`config.mk`:
```
export PLATFORM = sky130hd
export DESIGN_NAME = tpa_tx_input_align
export DESIGN_NICKNAME = d
export VERILOG_FILES = /design/src/rtl/tpa_tx_input_align.v
export VERILOG_INCLUDE_DIRS = /design/src /design/src/rtl
export SDC_FILE = /design/constraint.sdc
export NUM_CORES = 1
export LEC_CHECK = 0
export ABC_AREA = 1
export BUFFER_PORTS_ARGS = -buffer_cell sky130_fd_sc_hd__buf_4
export CAP_MARGIN = 25
export CELL_PAD_IN_SITES_DETAIL_PLACEMENT = 1
export CELL_PAD_IN_SITES_GLOBAL_PLACEMENT = 2
export CORE_AREA = 2 2 182 184
export CTS_CLUSTER_DIAMETER = 120
export DETAILED_ROUTE_END_ITERATION = 8
export DIE_AREA = 0 0 184 186
export GPL_ROUTABILITY_DRIVEN = 0
export PLACE_DENSITY = 0.78
export SETUP_SLACK_MARGIN = 0.1
export SLEW_MARGIN = 30
export SYNTH_ARGS = -nofsm -noshare
export SYNTH_HDL_FRONTEND = slang
export SYNTH_SLANG_ARGS = --single-unit
```
`constraint.sdc`:
```
create_clock -name ref_clk -period 5.2 [get_ports ref_clk]
set_input_delay 0.78 -clock ref_clk [delete_from_list [all_inputs] [get_ports ref_clk]]
set_output_delay 0.78 -clock ref_clk [all_outputs]
set_load 0.03 [all_outputs]
```
`src/rtl/tpa_defines.vh`:
```
// Constants for the two-channel transmit input phase-align stage.
`ifndef TPA_DEFINES_VH
`define TPA_DEFINES_VH

// ----------------------------------------------------------------
// Register byte addresses
// ----------------------------------------------------------------
`define TPA_CTRL_ADDR      4'h0
`define TPA_STATUS_ADDR    4'h4

// ----------------------------------------------------------------
// Control field positions inside one channel byte (A = 7:0, B = 15:8)
// ----------------------------------------------------------------
`define TPA_CH_STRIDE      8
`define TPA_CKSEL_BIT      0
`define TPA_RECENTER_BIT   1
`define TPA_SELFTEST_BIT   2
`define TPA_OE1_BIT        3
`define TPA_OE2_BIT        4
`define TPA_HALFRATE_BIT   5
`define TPA_CH_CTRL_RESET  8'h1E

// ----------------------------------------------------------------
// Status field positions inside one channel byte
// ----------------------------------------------------------------
`define TPA_ST_ERROR_BIT   0
`define TPA_ST_FAULT_BIT   1
`define TPA_ST_NOREF_BIT   2
`define TPA_ST_EMPTY_BIT   3
`define TPA_ST_FULL_BIT    4
`define TPA_ST_PLLDN_BIT   5

// ----------------------------------------------------------------
// Widths, depths and timing
// ----------------------------------------------------------------
`define TPA_CHAR_WIDTH     10
`define TPA_FIFO_DEPTH     4
`define TPA_FIFO_AW        2
`define TPA_FIFO_CENTER    3'h2
`define TPA_BIST_LAST      9'h1FE
`define TPA_CLK_PERIOD_NS  100
`define TPA_REF_LOSS_NS    3200
`define TPA_REF_LOSS_CYCLES ((`TPA_REF_LOSS_NS + `TPA_CLK_PERIOD_NS - 1) / `TPA_CLK_PERIOD_NS)

`endif

```
`src/rtl/tpa_tx_input_align.v`:
```
// Two-channel transmit input capture, phase-align buffer and error flag logic.
`timescale 1ns/1ps
`include "tpa_defines.vh"

// ----------------------------------------------------------------
// Phase-align buffer
// ----------------------------------------------------------------
module tpa_sync_fifo #(
  parameter WIDTH = `TPA_CHAR_WIDTH,
  parameter DEPTH = `TPA_FIFO_DEPTH,
  parameter AW    = `TPA_FIFO_AW
) (
  input  wire             clk,
  input  wire             rstN,
  input  wire             flush,
  input  wire             inValid,
  output wire             inReady,
  input  wire [WIDTH-1:0] inData,
  output wire             outValid,
  input  wire             outReady,
  output wire [WIDTH-1:0] outData,
  output wire [AW:0]      level
);
  // DEPTH must be a power of two so the pointers wrap on their own.
  localparam [AW:0] FULL_LEVEL = DEPTH[AW:0];

  reg [WIDTH-1:0] mem [0:DEPTH-1];
  reg [AW-1:0]    wrPtr_q;
  reg [AW-1:0]    rdPtr_q;
  reg [AW:0]      level_q;

  wire push = inValid & inReady;
  wire pop  = outValid & outReady;

  assign inReady  = (level_q != FULL_LEVEL);
  assign outValid = (level_q != {(AW+1){1'b0}});
  assign outData  = mem[rdPtr_q];
  assign level    = level_q;

  always @(posedge clk)
  begin
    if (push)
    begin
      mem[wrPtr_q] <= inData;
    end
  end

  always @(posedge clk)
  begin
    if (!rstN || flush)
    begin
      wrPtr_q <= {AW{1'b0}};
      rdPtr_q <= {AW{1'b0}};
      level_q <= {(AW+1){1'b0}};
    end
    else
    begin
      if (push)
      begin
        wrPtr_q <= wrPtr_q + 1'b1;
      end
      if (pop)
      begin
        rdPtr_q <= rdPtr_q + 1'b1;
      end
      if (push && !pop)
      begin
        level_q <= level_q + 1'b1;
      end
      else if (pop && !push)
      begin
        level_q <= level_q - 1'b1;
      end
    end
  end
endmodule // tpa_sync_fifo

// ----------------------------------------------------------------
// Top level
// ----------------------------------------------------------------
module tpa_tx_input_align (
  input  wire        ref_clk,
  input  wire        rst_n,
  input  wire        wb_cyc_i,
  input  wire        wb_stb_i,
  input  wire        wb_we_i,
  input  wire [3:0]  wb_adr_i,
  input  wire [3:0]  wb_sel_i,
  input  wire [31:0] wb_dat_i,
  output reg  [31:0] wb_dat_o,
  output reg         wb_ack_o,
  input  wire [9:0]  chanAParallelCharIn,
  input  wire [9:0]  chanBParallelCharIn,
  input  wire        chanAHostTransmitClock,
  input  wire        chanBHostTransmitClock,
  input  wire        chanARefClock,
  input  wire        chanBRefClock,
  output wire        chanAErrorFlag,
  output wire        chanBErrorFlag,
  output wire [9:0]  chanASerialChar,
  output wire [9:0]  chanBSerialChar,
  output wire        chanASerialValid,
  output wire        chanBSerialValid
);
  localparam integer REF_LOSS_CYCLES = `TPA_REF_LOSS_CYCLES;
  localparam [5:0]   REF_LOSS_LIMIT  = REF_LOSS_CYCLES[5:0];

  reg  [15:0] ctrl_q;
  reg  [1:0]  recenter_q;
  wire [15:0] status;
  wire [19:0] charIn   = {chanBParallelCharIn, chanAParallelCharIn};
  wire [1:0]  hostClk  = {chanBHostTransmitClock, chanAHostTransmitClock};
  wire [1:0]  refClk   = {chanBRefClock, chanARefClock};
  wire [1:0]  errFlag;
  wire [19:0] serChar;
  wire [1:0]  serValid;

  assign chanAErrorFlag   = errFlag[0];
  assign chanBErrorFlag   = errFlag[1];
  assign chanASerialChar  = serChar[9:0];
  assign chanBSerialChar  = serChar[19:10];
  assign chanASerialValid = serValid[0];
  assign chanBSerialValid = serValid[1];

  // ----------------------------------------------------------------
  // Wishbone slave
  // ----------------------------------------------------------------
  // Ack comes one cycle after the request; the write lands on the ack edge.
  wire busWrite = wb_cyc_i & wb_stb_i & wb_we_i & wb_ack_o;

  always @(posedge ref_clk)
  begin
    if (!rst_n)
    begin
      wb_ack_o   <= 1'b0;
      wb_dat_o   <= 32'h0000_0000;
      ctrl_q     <= {`TPA_CH_CTRL_RESET, `TPA_CH_CTRL_RESET};
      recenter_q <= 2'h0;
    end
    else
    begin
      wb_ack_o   <= wb_cyc_i & wb_stb_i & ~wb_ack_o;
      recenter_q <= 2'h0;
      if (wb_cyc_i && wb_stb_i && !wb_ack_o)
      begin
        if (wb_adr_i == `TPA_CTRL_ADDR)
        begin
          wb_dat_o <= {16'h0000, ctrl_q};
        end
        else if (wb_adr_i == `TPA_STATUS_ADDR)
        begin
          wb_dat_o <= {16'h0000, status};
        end
        else
        begin
          wb_dat_o <= 32'h0000_0000;
        end
      end
      if (busWrite && (wb_adr_i == `TPA_CTRL_ADDR))
      begin
        if (wb_sel_i[0])
        begin
          ctrl_q[7:0] <= wb_dat_i[7:0];
          recenter_q[0] <= ~wb_dat_i[`TPA_RECENTER_BIT];
        end
        if (wb_sel_i[1])
        begin
          ctrl_q[15:8] <= wb_dat_i[15:8];
          recenter_q[1] <= ~wb_dat_i[`TPA_CH_STRIDE + `TPA_RECENTER_BIT];
        end
      end
    end
  end

  // ----------------------------------------------------------------
  // Per-channel datapath
  // ----------------------------------------------------------------
  genvar c;
  generate
    for (c = 0; c < 2; c = c + 1)
    begin : gCh
      wire [7:0] cfg      = ctrl_q[c*8 +: 8];
      wire       capSel   = cfg[`TPA_CKSEL_BIT];
      wire       halfRate = cfg[`TPA_HALFRATE_BIT];
      wire       bistOn   = ~cfg[`TPA_SELFTEST_BIT];
      wire       pllDown  = ~cfg[`TPA_OE1_BIT] & ~cfg[`TPA_OE2_BIT];

      reg  [2:0] hclkS_q;
      reg  [2:0] rclkS_q;
      reg  [9:0] dS1_q;
      reg  [9:0] dS2_q;
      reg  [9:0] dS3_q;
      reg  [5:0] missCnt_q;
      reg        centering_q;
      reg        fault_q;
      reg  [8:0] bistCnt_q;
      reg        bistPulse_q;
      reg        errTick_q;
      reg        errOut_q;
      reg  [9:0] serChar_q;
      reg        serValid_q;

      wire       fifoInReady;
      wire       fifoOutValid;
      wire [9:0] fifoOutData;
      wire [2:0] fifoLevel;

      wire hostRise  = hclkS_q[1] & ~hclkS_q[2];
      wire refRise   = rclkS_q[1] & ~rclkS_q[2];
      wire refFall   = ~rclkS_q[1] & rclkS_q[2];
      wire refAbsent = (missCnt_q == REF_LOSS_LIMIT);
      // One character time of the reference: both edges in half-rate mode.
      wire charTick  = (refRise | (halfRate & refFall)) & ~refAbsent;
      // Data sampled one cycle before the detected edge is the settled value.
      wire capTick   = capSel ? charTick : hostRise;
      wire running   = ~centering_q & ~pllDown;
      wire drain     = charTick & running;
      wire overflow  = capTick & ~fifoInReady;
      wire underflow = drain & ~fifoOutValid;
      wire recenter  = recenter_q[c];

      tpa_sync_fifo #(
        .WIDTH (`TPA_CHAR_WIDTH),
        .DEPTH (`TPA_FIFO_DEPTH),
        .AW    (`TPA_FIFO_AW)
      ) uFifo (
        .clk      (ref_clk),
        .rstN     (rst_n),
        .flush    (recenter),
        .inValid  (capTick),
        .inReady  (fifoInReady),
        .inData   (dS3_q),
        .outValid (fifoOutValid),
        .outReady (drain),
        .outData  (fifoOutData),
        .level    (fifoLevel)
      );

      always @(posedge ref_clk)
      begin
        if (!rst_n)
        begin
          hclkS_q     <= 3'h0;
          rclkS_q     <= 3'h0;
          dS1_q       <= 10'h000;
          dS2_q       <= 10'h000;
          dS3_q       <= 10'h000;
          missCnt_q   <= 6'h00;
          centering_q <= 1'b1;
          fault_q     <= 1'b0;
          bistCnt_q   <= 9'h000;
          bistPulse_q <= 1'b0;
          errTick_q   <= 1'b0;
          errOut_q    <= 1'b0;
          serChar_q   <= 10'h000;
          serValid_q  <= 1'b0;
        end
        else
        begin
          hclkS_q <= {hclkS_q[1:0], hostClk[c]};
          rclkS_q <= {rclkS_q[1:0], refClk[c]};
          dS1_q   <= charIn[c*10 +: 10];
          dS2_q   <= dS1_q;
          dS3_q   <= dS2_q;

          // Any reference edge proves the clock alive; silence saturates the count.
          if (refRise || refFall)
          begin
            missCnt_q <= 6'h00;
          end
          else if (!refAbsent)
          begin
            missCnt_q <= missCnt_q + 6'h01;
          end

          if (recenter)
          begin
            centering_q <= 1'b1;
          end
          else if (centering_q && (fifoLevel >= `TPA_FIFO_CENTER))
          begin
            centering_q <= 1'b0;
          end

          // A fault in the same cycle as a re-center write still sets the flag.
          if (overflow || underflow)
          begin
            fault_q <= 1'b1;
          end
          else if (recenter)
          begin
            fault_q <= 1'b0;
          end

          if (charTick)
          begin
            if (bistOn)
            begin
              if (bistCnt_q == `TPA_BIST_LAST)
              begin
                bistCnt_q   <= 9'h000;
                bistPulse_q <= 1'b1;
              end
              else
              begin
                bistCnt_q   <= bistCnt_q + 9'h001;
                bistPulse_q <= 1'b0;
              end
            end
            else
            begin
              bistCnt_q   <= 9'h000;
              bistPulse_q <= 1'b0;
            end
            errTick_q <= bistOn ? bistPulse_q : (fault_q | overflow | underflow);
          end

          // Enable, disable and reference loss act at once, not on a reference edge.
          errOut_q <= errTick_q | pllDown | refAbsent;

          serValid_q <= drain & fifoOutValid;
          if (drain && fifoOutValid)
          begin
            serChar_q <= fifoOutData;
          end
        end
      end

      assign errFlag[c]           = errOut_q;
      assign serChar[c*10 +: 10]  = serChar_q;
      assign serValid[c]          = serValid_q;
      assign status[c*8 +: 8]     = {2'h0, pllDown, ~fifoInReady, ~fifoOutValid,
                                     refAbsent, fault_q, errOut_q};
    end
  endgenerate
endmodule // tpa_tx_input_align

```
==> metrics <==
Setup violations, final 0; Post-synth EDFFs 80; initial DRC count around 250; Fmax between 300 and 400 MHz; CTS tree done; cell mode on critical path inv_1; status finished, final reports clean; via count between 7000 and 8000; IO Pins roughly 130; Clock Latency Late Sink between 0.5 and 0.6 ns; main combinational cell family by area after synthesis simple AND/OR/NAND/NOR gates; multiplexer area fraction after synthesis 0%; Critical Path Start Type flip-flop; placed cell count ~1500; Crit path max-delay family adder cells; CTS H-tree lvls 1; WP data required ~5.6 ns; commonest non-fill, non-tap cell in the layout dfxtp_1; Port Buffers 91; Worst EP arrival between 3 and 4 ns; CTS buffer count 29; grt ovf 0; Bufs on Longest Clock Path 3; Synth Area per Inst roughly 9.4 um2; power density over cell area roughly 370 nW/um2; Seq/Total Area, Yosys between 50% and 60%; Total Routing Usage GR a little over an eighth; global-route wire length before repair ~36000 um; adder-cell area share of the yosys netlist 3.10%; DP Wirelength 15000 um; Die H between 150 and 200 um; Slew headroom 43.9%; Reg clk slew, reported paths 0.06 ns; CP peak stage delay about 0.39 ns; largest net degree at the start of global routing 83; Core ar. about 32000 um2; share of cells above drive strength 1 15.8%; crit path cell chain inv_1 > ha_1 > nand3_2 > nand2_4 > a21boi_1 > nand2_1 > inv_1 > ha_1 > inv_1 > fa_1 > o21bai_1 > a21oi_1 > o21ai_0 > a21oi_1; Final Hold Vio Count 0; Layout area overhead 18.9%; Via density 4.45; Post-CTS Setup Bufs 0; slew of the pin with the lowest slew margin 0.841 ns; crit path buf inv count 3; Residual DRC 0; Worst Hold Class flip-flop to flip-flop; Final period util approximately 51%; final WL around 22000 um; max-cap check violation count 0; Worst Clk Skew around 0.012 ns; Crit-path slowest cell fa_1; commonest non-fill, non-tap cells in the layout dfxtp_1 (183), nand2_1 (165), nor2_1 (158); Lkg Pwr around 5.2 nW; Post-Synth XOR/XNOR Area less than 1%; number of global-route vias before repair around 7100; min Tclk post-route between 2 and 3 ns; Yosys warnings 0; ys async rst share 0%; initial antenna violation count 0; post-cts resize count 0; unrepaired setup endpoints after global routing false; cts hold-fix bufs 0; Final nets ~1300; Yosys cell types 48; top cell type's share of synthesized area a little over a third; Antenna diodes 0; Compound-Gate Fraction of Synth Area 9.84%; Rows 66; top cell type by total area after synthesis dfxtp_1; Slew Limit Fails 0; Synth Cell Area approximately 10000 um2; Final ANT Viol Nets 0; first drt pass iteration count 4; Synth Instances approximately 1100; top cells by area, synth dfxtp_1 (36%), edfxtp_1 (24%), nor2_1 (6.1%), nand2_1 (6.1%), inv_1 (5.8%); Num Clock Sinks 263; Post-Synth Simple-Gate Area approximately 17%; Worst VDD drop 0.226 mV; Setup CP Type flip-flop to flip-flop; setup_tns 0 ns; Die ar. about 34000 um2; routed length per instance roughly 14 um; clk root buf clkbuf_16; Die X-Extent 184 um; Cell Count, Final, Fillers Out roughly 1600; Starting Density 31.5%; Post-synth top flop dfxtp_1; synthesis-stage register bit count 263; Worst Setup End Kind flip-flop; Worst Path Max Fanout 13
synth_stat cells, drive strengths merged (10+ instances only):
master / count
a21oi: 35
dfxtp: 183
a31oi: 10
o21ai: 86
nand3: 30
ha: 22
nor2: 175
edfxtp: 80
clkbuf: 22
inv: 165
nor3: 14
nand2: 170
buf: 31
o32ai: 20
power by group:
part           switching, W  internal (W)
Combinational      0.000127     0.0000691
Clock              0.000819       0.00123
Sequential        0.0000239       0.00215
Total              0.000970       0.00345
layer usage:
| layer | share of wire [%] | global-route usage (%) | vias up | wire [um] |
|---|---|---|---|---|
| met5 | 0 | 0 | - | 0 |
| li1 | - | - | 3617 | - |
| met1 | 45 | 15.9 | 3360 | 9870 |
| met2 | 49 | 23.7 | 111 | 10800 |
| met3 | 4.1 | 2.43 | 29 | 907 |
| met4 | 2.2 | 3.68 | 0 | 496 |
metrics by stage:
step / util (%) / hold slack [ns] / worst slack [ns] / cell area, um2 / total power (W)
6_report: 37.5 / 0.407 / 2.55 / 12100 / 0.00442
5_1_grt: 37.5 / 0.398 / 2.19 / 12100 / 0.00461
4_1_cts: 37.5 / 0.390 / 2.58 / 12100 / 0.00450
3_5_place_dp: 34.5 / 0.398 / 2.54 / 11100 / 0.00242
3_3_place_gp: 34.5 / 0.394 / 2.59 / 11100 / 0.00241
2_1_floorplan: - / 0.390 / 2.99 / 10200 / 0.00236
kinds of logic (layout without fill, tap and decap cells):
group,after synthesis,count (layout)
compound gates,167,167
xor+xnor,9,9
fa+ha+maj,24,24
buf+inv,218,310
flops,263,263
other cells,1,16
simple gates,401,401
worst reg2reg max path, cell delays in order (launching register included):
cell	delay, ns
dfxtp_1	0.37
inv_1	0.07
ha_1	0.21
nand3_2	0.16
nand2_4	0.16
a21boi_1	0.16
nand2_1	0.20
inv_1	0.17
ha_1	0.15
inv_1	0.07
fa_1	0.39
o21bai_1	0.15
a21oi_1	0.07
o21ai_0	0.16
a21oi_1	0.05
area by class of cell:
cell class / count / area [um2]
clock buffers: 32 / 747
clock inverters: 21 / 211
fillers: 3690 / 20100
inverters: 165 / 632
multi-input cells: 617 / 3220
flip-flops and latches: 263 / 6070
well taps: 408 / 510
repair buffers: 92 / 691
final timing paths:
path | start | endpoint | slack (ns) | cells after the start
max | gCh[0].missCnt_q[0]$_SDFFE_PP0P_ | gCh[0].uFifo.level[2]$_SDFFE_PP0P_ | 2.55 | 14
min | gCh[0].dS1_q[9]$_SDFF_PN0_ | gCh[0].dS2_q[9]$_SDFF_PN0_ | 0.41 | 2
max reg2reg | gCh[0].missCnt_q[0]$_SDFFE_PP0P_ | gCh[0].uFifo.level[2]$_SDFFE_PP0P_ | 2.55 | 14
min reg2reg | gCh[0].dS1_q[9]$_SDFF_PN0_ | gCh[0].dS2_q[9]$_SDFF_PN0_ | 0.41 | 2
flip-flops by register name, summed over array words and instances, names as in the netlist, 2 cells and up:
name and count:
gCh.errTick_q 2, ctrl_q 16, chanBSerialChar 10, gCh.bistPulse_q 2, gCh.dS2_q 20, gCh.uFifo.wrPtr_q 4, wb_dat_o 16, gCh.uFifo.mem 80
gCh.missCnt_q 12, gCh.bistCnt_q 18, chanASerialChar 10, gCh.dS3_q 20, gCh.centering_q 2, gCh.uFifo.level 6, gCh.dS1_q 20, recenter_q 2
gCh.fault_q 2, gCh.uFifo.rdPtr_q 4, gCh.rclkS_q 6, gCh.hclkS_q 6
No activity file was read; power rests on OpenSTA's default activity.
